===== src/common/ubrg_pkg.sv =====
// constants and types shared by the baud rate generator files
// Function
// - base clock source comes from divider control bits 7 and 6
// - base clock reaches the counters only while unit power is on
// - base clock output stays low while unit power is off
// - transmit counter held at zero unless power and transmit enable set
// - transmit counter runs while power and transmit enable are both set
// - first transmit data write clears the transmit counter
// - receive counter held at zero unless power and receive enable set
// - receive counter counts only after a falling edge is seen on the serial line
// - receive counter halts after a frame until the next start bit
// - divide value k from divider control bits 4..0, legal 8..31
// - bit rate equals base clock over two times k
// - separate five-bit counters for transmit and receive paths
// - falling edge starts receive count, low after k counts is start
package ubrg_pkg;

    typedef logic [4:0] ubrg_cnt_t;
    typedef logic [7:0] ubrg_byte_t;

    typedef enum logic [1:0] {
        UBRG_SRC_TIMER = 2'h0,
        UBRG_SRC_DIV2  = 2'h1,
        UBRG_SRC_DIV8  = 2'h2,
        UBRG_SRC_DIV32 = 2'h3
    } ubrg_src_e;

    // gray order along idle, verify, active
    typedef enum logic [1:0] {
        UBRG_RX_IDLE   = 2'h0,
        UBRG_RX_VERIFY = 2'h1,
        UBRG_RX_ACTIVE = 2'h3
    } ubrg_rx_e;

    // register byte addresses
    localparam logic [7:0] UBRG_ADDR_DIVIDER = 8'h00;
    localparam logic [7:0] UBRG_ADDR_MODE    = 8'h04;
    localparam logic [7:0] UBRG_ADDR_STATUS  = 8'h08;
    localparam logic [7:0] UBRG_ADDR_TXDATA  = 8'h0C;

    // field positions
    localparam int UBRG_SRC_MSB   = 7;
    localparam int UBRG_SRC_LSB   = 6;
    localparam int UBRG_DIV_MSB   = 4;
    localparam int UBRG_POWER_BIT = 7;
    localparam int UBRG_TXE_BIT   = 6;
    localparam int UBRG_RXE_BIT   = 5;
    localparam int UBRG_ST_RXCNT  = 8;
    localparam int UBRG_ST_TXPH   = 16;
    localparam int UBRG_ST_RXPH   = 17;
    localparam int UBRG_ST_RXST   = 18;
    localparam int UBRG_ST_TXIDLE = 20;

    // values after reset
    localparam ubrg_byte_t UBRG_DIVIDER_RESET = 8'h48;
    localparam ubrg_byte_t UBRG_MODE_RESET    = 8'h00;
    localparam ubrg_cnt_t  UBRG_CNT_ZERO      = 5'h00;
    localparam ubrg_cnt_t  UBRG_K_MIN         = 5'h08;

    // prescaler terminal counts
    localparam logic [0:0] UBRG_PRE2_END  = 1'h1;
    localparam logic [2:0] UBRG_PRE8_END  = 3'h7;
    localparam ubrg_cnt_t  UBRG_PRE32_END = 5'h1F;

    localparam logic [1:0] UBRG_HTRANS_NONSEQ = 2'h2;
    localparam logic       UBRG_HRESP_OKAY    = 1'h0;

    // k below the legal floor runs as the floor
    function automatic ubrg_cnt_t ubrg_clamp_k(input ubrg_cnt_t k);
        ubrg_clamp_k = (k < UBRG_K_MIN) ? UBRG_K_MIN : k;
    endfunction : ubrg_clamp_k

endpackage : ubrg_pkg


===== src/core/ubrg_counter.sv =====
// five-bit divide counter with serial clock phase
`timescale 1ns/1ps
module ubrg_counter (
    // clock and reset
    input  wire logic             clk_sys,
    input  wire logic             reset,
    // control
    input  wire logic             run,
    input  wire logic             clear,
    input  wire logic             base_tick,
    input  wire ubrg_pkg::ubrg_cnt_t k_value,
    // state
    output ubrg_pkg::ubrg_cnt_t   count,
    output logic                  phase,
    output logic                  half_tick
);
    import ubrg_pkg::*;

    ubrg_cnt_t count_reg;
    ubrg_cnt_t count_next;
    logic      phase_reg;
    logic      half_reg;
    logic      at_end;

    assign at_end = (count_reg == k_value - 5'h01);

    always_comb begin
        count_next = count_reg;
        if (!run || clear) begin
            count_next = UBRG_CNT_ZERO;
        end else if (base_tick) begin
            count_next = at_end ? UBRG_CNT_ZERO : count_reg + 5'h01;
        end
    end

    always_ff @(posedge clk_sys or posedge reset) begin
        if (reset) begin
            count_reg <= UBRG_CNT_ZERO;
        end else begin
            count_reg <= count_next;
        end
    end

    // phase toggles every k ticks, so one bit lasts 2k ticks
    always_ff @(posedge clk_sys or posedge reset) begin
        if (reset) begin
            phase_reg <= 1'b0;
            half_reg  <= 1'b0;
        end else if (!run || clear) begin
            phase_reg <= 1'b0;
            half_reg  <= 1'b0;
        end else begin
            half_reg <= base_tick && at_end;
            if (base_tick && at_end) begin
                phase_reg <= ~phase_reg;
            end
        end
    end

    assign count     = count_reg;
    assign phase     = phase_reg;
    assign half_tick = half_reg;

endmodule : ubrg_counter


===== src/core/ubrg_top.sv =====
// baud rate generator: bus slave, source select and both counters
//
// Added by the designer: the AHB-Lite register port and the register offsets.
`timescale 1ns/1ps
module ubrg_top (
    // clock and reset
    input  wire logic                clk_sys,
    input  wire logic                reset,
    // ahb-lite slave
    input  wire logic                hsel,
    input  wire logic [31:0]         haddr,
    input  wire logic [1:0]          htrans,
    input  wire logic                hwrite,
    input  wire logic [2:0]          hsize,
    input  wire logic [31:0]         hwdata,
    input  wire logic                hready,
    output logic                     hreadyout,
    output logic [31:0]              hrdata,
    output logic                     hresp,
    // clock sources
    input  wire logic                eight_bit_timer_output,
    // serial line
    input  wire logic                serial_input_line,
    // shift logic status
    input  wire logic                tx_shift_idle,
    input  wire logic                rx_frame_done,
    // base clock out
    output logic                     selected_base_clock,
    // transmit side
    output ubrg_pkg::ubrg_byte_t     transmit_shift_register,
    output logic                     tx_load,
    output logic                     tx_serial_clock,
    output logic                     tx_bit_edge,
    // receive side
    output logic                     rx_serial_clock,
    output logic                     rx_bit_edge,
    output logic                     rx_start_valid,
    output logic                     rx_active
);
    import ubrg_pkg::*;

    // bus pipeline
    logic        dp_write_reg;
    logic [7:0]  dp_addr_reg;
    logic [31:0] rdata_reg;
    logic [31:0] rdata_next;
    logic        addr_phase;
    logic        wr_go;

    // software visible state
    ubrg_byte_t  baud_divider_control_reg;
    ubrg_byte_t  serial_mode_register_reg;
    ubrg_byte_t  tx_data_reg;
    logic        tx_load_reg;
    logic        tx_clear_reg;

    // decoded controls
    logic        unit_power_on;
    logic        transmit_enable_bit;
    logic        receive_enable_bit;
    logic        clock_source_select_hi;
    logic        clock_source_select_lo;
    ubrg_src_e   src_sel;
    ubrg_cnt_t   divide_value_field;
    ubrg_cnt_t   k_value;
    logic        tx_run;
    logic        rx_run;

    // base clock generation
    ubrg_cnt_t   presc_reg;
    logic        timer_prev_reg;
    logic        src_tick;
    logic        base_tick_reg;

    // receive start detection
    logic        line_prev_reg;
    logic        line_fall;
    ubrg_rx_e    rx_state_reg;
    ubrg_rx_e    rx_state_next;
    logic        rx_start_reg;

    // counter outputs
    ubrg_cnt_t   tx_count;
    logic        tx_phase;
    logic        tx_half;
    ubrg_cnt_t   rx_count;
    logic        rx_phase;
    logic        rx_half;
    logic        rx_cnt_run;


    // bus slave: never waits, always answers okay

    assign hreadyout = 1'b1;
    assign hresp     = UBRG_HRESP_OKAY;
    assign hrdata    = rdata_reg;

    assign addr_phase = hsel && hready && htrans[1];
    assign wr_go      = dp_write_reg && hready;

    always_ff @(posedge clk_sys or posedge reset) begin
        if (reset) begin
            dp_write_reg <= 1'b0;
            dp_addr_reg  <= 8'h00;
        end else if (hready) begin
            dp_write_reg <= addr_phase && hwrite;
            dp_addr_reg  <= haddr[7:0];
        end
    end

    // read data is fetched in the address phase so it stands registered
    // through the whole data phase
    always_comb begin
        rdata_next = 32'h0000_0000;
        unique case (haddr[7:0])
            UBRG_ADDR_DIVIDER: rdata_next[7:0] = baud_divider_control_reg;
            UBRG_ADDR_MODE:    rdata_next[7:0] = serial_mode_register_reg;
            UBRG_ADDR_STATUS: begin
                rdata_next[4:0]                     = tx_count;
                rdata_next[UBRG_ST_RXCNT +: 5]      = rx_count;
                rdata_next[UBRG_ST_TXPH]            = tx_phase;
                rdata_next[UBRG_ST_RXPH]            = rx_phase;
                rdata_next[UBRG_ST_RXST +: 2]       = rx_state_reg;
                rdata_next[UBRG_ST_TXIDLE]          = tx_shift_idle;
            end
            UBRG_ADDR_TXDATA:  rdata_next[7:0] = tx_data_reg;
            default:           rdata_next = 32'h0000_0000;
        endcase
    end

    always_ff @(posedge clk_sys or posedge reset) begin
        if (reset) begin
            rdata_reg <= 32'h0000_0000;
        end else if (addr_phase && !hwrite) begin
            rdata_reg <= rdata_next;
        end
    end


    // registers written by software

    always_ff @(posedge clk_sys or posedge reset) begin
        if (reset) begin
            baud_divider_control_reg <= UBRG_DIVIDER_RESET;
        end else if (wr_go && dp_addr_reg == UBRG_ADDR_DIVIDER) begin
            baud_divider_control_reg <= hwdata[7:0];
        end
    end

    always_ff @(posedge clk_sys or posedge reset) begin
        if (reset) begin
            serial_mode_register_reg <= UBRG_MODE_RESET;
        end else if (wr_go && dp_addr_reg == UBRG_ADDR_MODE) begin
            serial_mode_register_reg <= hwdata[7:0];
        end
    end

    // a write to the transmit data word while power and transmit enable are set hands the byte to the shifter;
    // while the shifter is idle it is the first byte of a run
    always_ff @(posedge clk_sys or posedge reset) begin
        if (reset) begin
            tx_data_reg  <= 8'h00;
            tx_load_reg  <= 1'b0;
            tx_clear_reg <= 1'b0;
        end else begin
            tx_load_reg  <= 1'b0;
            tx_clear_reg <= 1'b0;
            if (wr_go && dp_addr_reg == UBRG_ADDR_TXDATA && tx_run) begin
                tx_data_reg  <= hwdata[7:0];
                tx_load_reg  <= 1'b1;
                tx_clear_reg <= tx_shift_idle;
            end
        end
    end


    // field decode

    assign unit_power_on       = serial_mode_register_reg[UBRG_POWER_BIT];
    assign transmit_enable_bit = serial_mode_register_reg[UBRG_TXE_BIT];
    assign receive_enable_bit  = serial_mode_register_reg[UBRG_RXE_BIT];

    assign clock_source_select_hi = baud_divider_control_reg[UBRG_SRC_MSB];
    assign clock_source_select_lo = baud_divider_control_reg[UBRG_SRC_LSB];
    assign src_sel = ubrg_src_e'({clock_source_select_hi,
                                  clock_source_select_lo});

    assign divide_value_field = baud_divider_control_reg[UBRG_DIV_MSB:0];
    // values under eight are not legal; run them as eight
    assign k_value = ubrg_clamp_k(divide_value_field);

    assign tx_run = unit_power_on && transmit_enable_bit;
    assign rx_run = unit_power_on && receive_enable_bit;


    // prescaler and source select

    // the prescaler runs free on the peripheral clock so the divided
    // sources keep their phase across power changes
    always_ff @(posedge clk_sys or posedge reset) begin
        if (reset) begin
            presc_reg <= UBRG_CNT_ZERO;
        end else begin
            presc_reg <= presc_reg + 5'h01;
        end
    end

    always_ff @(posedge clk_sys or posedge reset) begin
        if (reset) begin
            timer_prev_reg <= 1'b0;
        end else begin
            timer_prev_reg <= eight_bit_timer_output;
        end
    end

    // one tick per source period; the timer counts on its rising edge
    always_comb begin
        unique case (src_sel)
            UBRG_SRC_TIMER: src_tick = eight_bit_timer_output
                                       && !timer_prev_reg;
            UBRG_SRC_DIV2:  src_tick = (presc_reg[0:0] == UBRG_PRE2_END);
            UBRG_SRC_DIV8:  src_tick = (presc_reg[2:0] == UBRG_PRE8_END);
            UBRG_SRC_DIV32: src_tick = (presc_reg == UBRG_PRE32_END);
        endcase
    end

    // gated base clock; low for as long as the unit is powered down
    always_ff @(posedge clk_sys or posedge reset) begin
        if (reset) begin
            base_tick_reg <= 1'b0;
        end else begin
            base_tick_reg <= src_tick && unit_power_on;
        end
    end

    assign selected_base_clock = base_tick_reg;


    // transmit counter

    ubrg_counter u_tx_counter (
        .clk_sys   (clk_sys),
        .reset     (reset),
        .run       (tx_run),
        .clear     (tx_clear_reg),
        .base_tick (base_tick_reg),
        .k_value   (k_value),
        .count     (tx_count),
        .phase     (tx_phase),
        .half_tick (tx_half)
    );


    // receive start detection

    always_ff @(posedge clk_sys or posedge reset) begin
        if (reset) begin
            line_prev_reg <= 1'b1;
        end else begin
            line_prev_reg <= serial_input_line;
        end
    end

    assign line_fall = line_prev_reg && !serial_input_line;

    always_comb begin
        rx_state_next = rx_state_reg;
        unique case (rx_state_reg)
            UBRG_RX_IDLE: begin
                if (line_fall) begin
                    rx_state_next = UBRG_RX_VERIFY;
                end
            end
            UBRG_RX_VERIFY: begin
                // after k counts the line is looked at again
                if (rx_half) begin
                    rx_state_next = serial_input_line ? UBRG_RX_IDLE
                                                      : UBRG_RX_ACTIVE;
                end
            end
            UBRG_RX_ACTIVE: begin
                if (rx_frame_done) begin
                    rx_state_next = UBRG_RX_IDLE;
                end
            end
            default: rx_state_next = UBRG_RX_IDLE;
        endcase
        if (!rx_run) begin
            rx_state_next = UBRG_RX_IDLE;
        end
    end

    always_ff @(posedge clk_sys or posedge reset) begin
        if (reset) begin
            rx_state_reg <= UBRG_RX_IDLE;
        end else begin
            rx_state_reg <= rx_state_next;
        end
    end

    always_ff @(posedge clk_sys or posedge reset) begin
        if (reset) begin
            rx_start_reg <= 1'b0;
        end else begin
            rx_start_reg <= rx_state_reg == UBRG_RX_VERIFY
                            && rx_state_next == UBRG_RX_ACTIVE;
        end
    end

    // counting stops in idle, so a glitch that fails the second look
    // leaves the counter cleared for the next edge
    assign rx_cnt_run = rx_run
                        && rx_state_reg != UBRG_RX_IDLE;


    // receive counter

    ubrg_counter u_rx_counter (
        .clk_sys   (clk_sys),
        .reset     (reset),
        .run       (rx_cnt_run),
        .clear     (1'b0),
        .base_tick (base_tick_reg),
        .k_value   (k_value),
        .count     (rx_count),
        .phase     (rx_phase),
        .half_tick (rx_half)
    );


    // outputs to the shift logic

    assign transmit_shift_register = tx_data_reg;
    assign tx_load                 = tx_load_reg;
    assign tx_serial_clock         = tx_phase;
    assign tx_bit_edge             = tx_half;

    assign rx_serial_clock = rx_phase;
    // edges in the verify state belong to the start check, not to data
    assign rx_bit_edge     = rx_half && rx_state_reg == UBRG_RX_ACTIVE;
    assign rx_start_valid  = rx_start_reg;
    assign rx_active       = rx_state_reg == UBRG_RX_ACTIVE;

endmodule : ubrg_top


===== config.mk =====
export PLATFORM = sky130hd
export DESIGN_NAME = ubrg_top
export DESIGN_NICKNAME = d
export VERILOG_FILES = /design/src/common/ubrg_pkg.sv /design/src/core/ubrg_counter.sv /design/src/core/ubrg_top.sv
export SDC_FILE = /design/constraint.sdc
export NUM_CORES = 1
export LEC_CHECK = 0
export BUFFER_PORTS_ARGS = -buffer_cell sky130_fd_sc_hd__buf_2
export CAP_MARGIN = 25
export CORE_MARGIN = 4
export CORE_UTILIZATION = 54
export CTS_CLUSTER_DIAMETER = 100
export DETAILED_ROUTE_END_ITERATION = 8
export PLACE_DENSITY = 0.87
export SYNTH_ARGS = -nofsm -noshare
export SYNTH_HDL_FRONTEND = slang
export SYNTH_SLANG_ARGS = --single-unit

===== constraint.sdc =====
create_clock -name clk_sys -period 6.7 [get_ports clk_sys]
set_input_delay 1.34 -clock clk_sys [delete_from_list [all_inputs] [get_ports clk_sys]]
set_output_delay 1.34 -clock clk_sys [all_outputs]
set_load 0.005 [all_outputs]

==> results.json <==
{
  "cts_buffers": 9,
  "p_leak_nw": 2.16,
  "rsz0062_at_grt": "no",
  "synth_compound_area_frac": 0.0942,
  "grt_start_max_net_pins": 79,
  "finalInstanceArea_um2": 4350,
  "p_comb_frac": 0.048,
  "p_per_area_nw_per_um2": 213,
  "max-clock-path-buffers": 2,
  "rows": 30,
  "netSwitchingPower_mw": 0.209,
  "synth_top_family_by_area": "multiplexers",
  "use_met1": 0.251,
  "crit_path_max_fanout": 13,
  "worst_ep_required_time_ps": 6950,
  "grt_pass1_wl_um": 13600,
  "hp-class": "reg2reg",
  "syn_area_um2": 3830,
  "area_delta_synth_final_pct": 13.7,
  "clkPwrFrac": 0.427,
  "ant_nets": 0,
  "die_area_um2": 8500,
  "fillCellCount": 511,
  "placed_cell_area_um2": 4120,
  "core_area_um2": 6830,
  "cts_tree": "built",
  "dp.cells": 473,
  "via_count": 2744,
  "startpoint_type": "input port",
  "antenna_cells": 0,
  "met3_usage": 0.0345,
  "top_usage_layer": "met2",
  "synth-async-reset-ratio": 1.00,
  "swShare": 0.226,
  "synth-seq-area-share": 0.511,
  "antenna_found_initial": 0,
  "slew_headroom": 0.372,
  "gr-usage-met2": 0.349,
  "yosysWarnings": 0,
  "crit_slowest_cell": "or3_1",
  "synth_cell_types": 49,
  "ios": 128,
  "netlist_instances": 331,
  "grt_usage": 0.206,
  "hold_viol": 0,
  "synth-seq-cells": 78,
  "fin_ws_ps": 3860,
  "setup_viol": 0,
  "clkTransAtPathRegs_ps": 80,
  "dr.first_iter.drc_count": 283,
  "io_buffer_count": 59,
  "gp_congestion": 0.852,
  "die_x_um": 92.2,
  "status": "finished, final reports clean",
  "worstSetupEndpointType": "flop",
  "ctsResizeCount": 0,
  "cts-root-buf": "clkbuf_8",
  "grt_pass1_vias": 2784,
  "crit_type": "in2reg",
  "synthXorXnorAreaFrac": 0.0366,
  "layout-drive-gt1-share": 0.322,
  "gr-total-overflow": 0,
  "ir_drop_v": 0.000208,
  "crit_buf_inv": 1,
  "cp_data_arrival_time_ps": 3080,
  "synthFlopType": "dfrtp_1",
  "synthMuxAreaShare": 0.142,
  "cts_hold_buffers": 0,
  "instances_no_fill": 490,
  "synth-simple-area-share": 0.127,
  "crit_family": "simple AND/OR/NAND/NOR gates",
  "fin_crit_ps": 2840,
  "vias_per_cell": 5.60,
  "first_pass_iters": 4,
  "max_stage_delay_ps": 620,
  "start_util": 0.560,
  "largest_register_ffs": 18,
  "synth_fa_ha_area_frac": 0.0196,
  "cts.sinks": 78,
  "nets": 473,
  "pre_cts_ws_ps": 3530,
  "wl_per_cell_um": 16.8,
  "clock_skew_ps": 10.7,
  "seq_power_share": 0.525,
  "route.detailed.drc": 0,
  "postCtsSetupRepairBufs": 0,
  "fmax_mhz": 352,
  "worst_pin_slew_ps": 942,
  "cp_cell_sequence": "buf_2 -> nor4b_2 -> nand3_1 -> or3_1 -> mux2_4",
  "tns_ps": 0,
  "routed_wl_um": 8250,
  "clock_latency_ps": 360,
  "drv_cap": 0,
  "dp_hpwl_um": 5720,
  "fp.dieH_um": 92.2,
  "syn-mean-instance-area_um2": 11.6,
  "final_max_slew_viol_count": 0,
  "synth_edf_count": 0,
  "p_int_mw": 0.717,
  "period_share": 0.424,
  "h-tree-depth": 3
}
final cells by class:
type	instances	area [um^2]	share of cell area
clock inverters	5	81.3	0.0187
multi-input cells	219	1670	0.383
flip-flops and latches	78	1960	0.449
clock buffers	11	141	0.0325
well taps	96	120	0.0276
repair buffers	62	315	0.0725
inverters	19	71.3	0.0164
metrics by stage:
step                hold slack (ps)   util  total power, mW
detailed placement              465  0.604            0.540
finish                          478  0.637            0.926
CTS                             482  0.636            0.931
global placement                456  0.604            0.537
floorplan                       438      -            0.528
global route                    495  0.637            0.956
metal layers:
metal	up-vias	wire length (um)
met1	1386	3340
met2	89	4310
li1	1258	-
met5	-	0
met4	0	168
met3	11	437
final timing paths:
kind	cells past startpoint	endpoint	slack (ps)	from
max	5	transmit_shift_register[6]$_DFFE_PP0P_	3860	hready
min	2	hrdata[3]$_DFFE_PP0P_	480	hrdata[3]$_DFFE_PP0P_
max reg2reg	8	u_tx_counter.phase$_DFFE_PP0P_	4150	baud_divider_control_reg[3]$_DFFE_PP1P_
min reg2reg	2	hrdata[3]$_DFFE_PP0P_	480	hrdata[3]$_DFFE_PP0P_
max in group asynchronous	3	serial_mode_register_reg[5]$_DFFE_PP0P_	4830	reset
min in group asynchronous	3	u_rx_counter.phase$_DFFE_PP0P_	1270	reset
synth_stat cells (6+ instances only):
| library cell | n | share of area |
|---|---|---|
| nand4_1 | 6 | 0.0098 |
| mux2_2 | 25 | 0.074 |
| o21ai_0 | 22 | 0.029 |
| ha_1 | 6 | 0.020 |
| a22o_1 | 10 | 0.023 |
| nand3b_1 | 6 | 0.012 |
| nand3_1 | 8 | 0.010 |
| xnor2_1 | 10 | 0.023 |
| xor2_1 | 6 | 0.014 |
| nor2_1 | 10 | 0.0098 |
| clkbuf_1 | 8 | 0.0078 |
| buf_4 | 18 | 0.035 |
| mux2_4 | 8 | 0.031 |
| inv_1 | 19 | 0.019 |
| nand2_1 | 24 | 0.024 |
| dfrtp_1 | 75 | 0.49 |
cells by family (layout without fill, tap and decap cells):
group                    count (synthesis)  in the layout
XOR/XNOR                                16             16
buffers and inverters                   48             97
other                                    2             16
multiplexers                            41             41
AO/OA/AOI/OAI                           54             54
adder cells (fa/ha/maj)                  6              6
AND/OR/NAND/NOR                         86             86
flip-flops                              78             78
worst reg2reg max path, stage by stage, from the launching register on:
cell and delay (ps):
dfstp_2 650, o21a_1 250, inv_1 60, ha_1 330
xor2_1 190, o221ai_1 150, a211o_1 300, nor3_2 300
mux2i_1 240
power by group through the flow:
stage | logic [mW] | clock network, mW | registers (mW)
4_1_cts | 0.0453 | 0.399 | 0.486
3_5_place_dp | 0.0446 | 0 | 0.495
6_report | 0.0449 | 0.395 | 0.486
5_1_grt | 0.0505 | 0.418 | 0.487
3_3_place_gp | 0.0424 | 0 | 0.494
2_1_floorplan | 0.0359 | 0 | 0.492
cell usage in the layout (no fill, tap or decap), types with 4 or more instances in the layout:
cell type and count:
o21ai_0 22, clkbuf_8 10, conb_1 16, mux4_2 5
nor2b_1 4, dfrtp_1 75, and3_1 5, a22oi_1 5
nand2_1 24, a22o_1 10, mux2_4 8, ha_1 6
a21oi_1 4, nor2_1 10, inv_1 18, buf_2 60
xor2_1 6, mux2_2 25, nand3_1 8, nand4_1 6
nand3b_1 6, nor3_1 5, xnor2_1 10
Note: power is estimated with default switching activity, not from simulation.
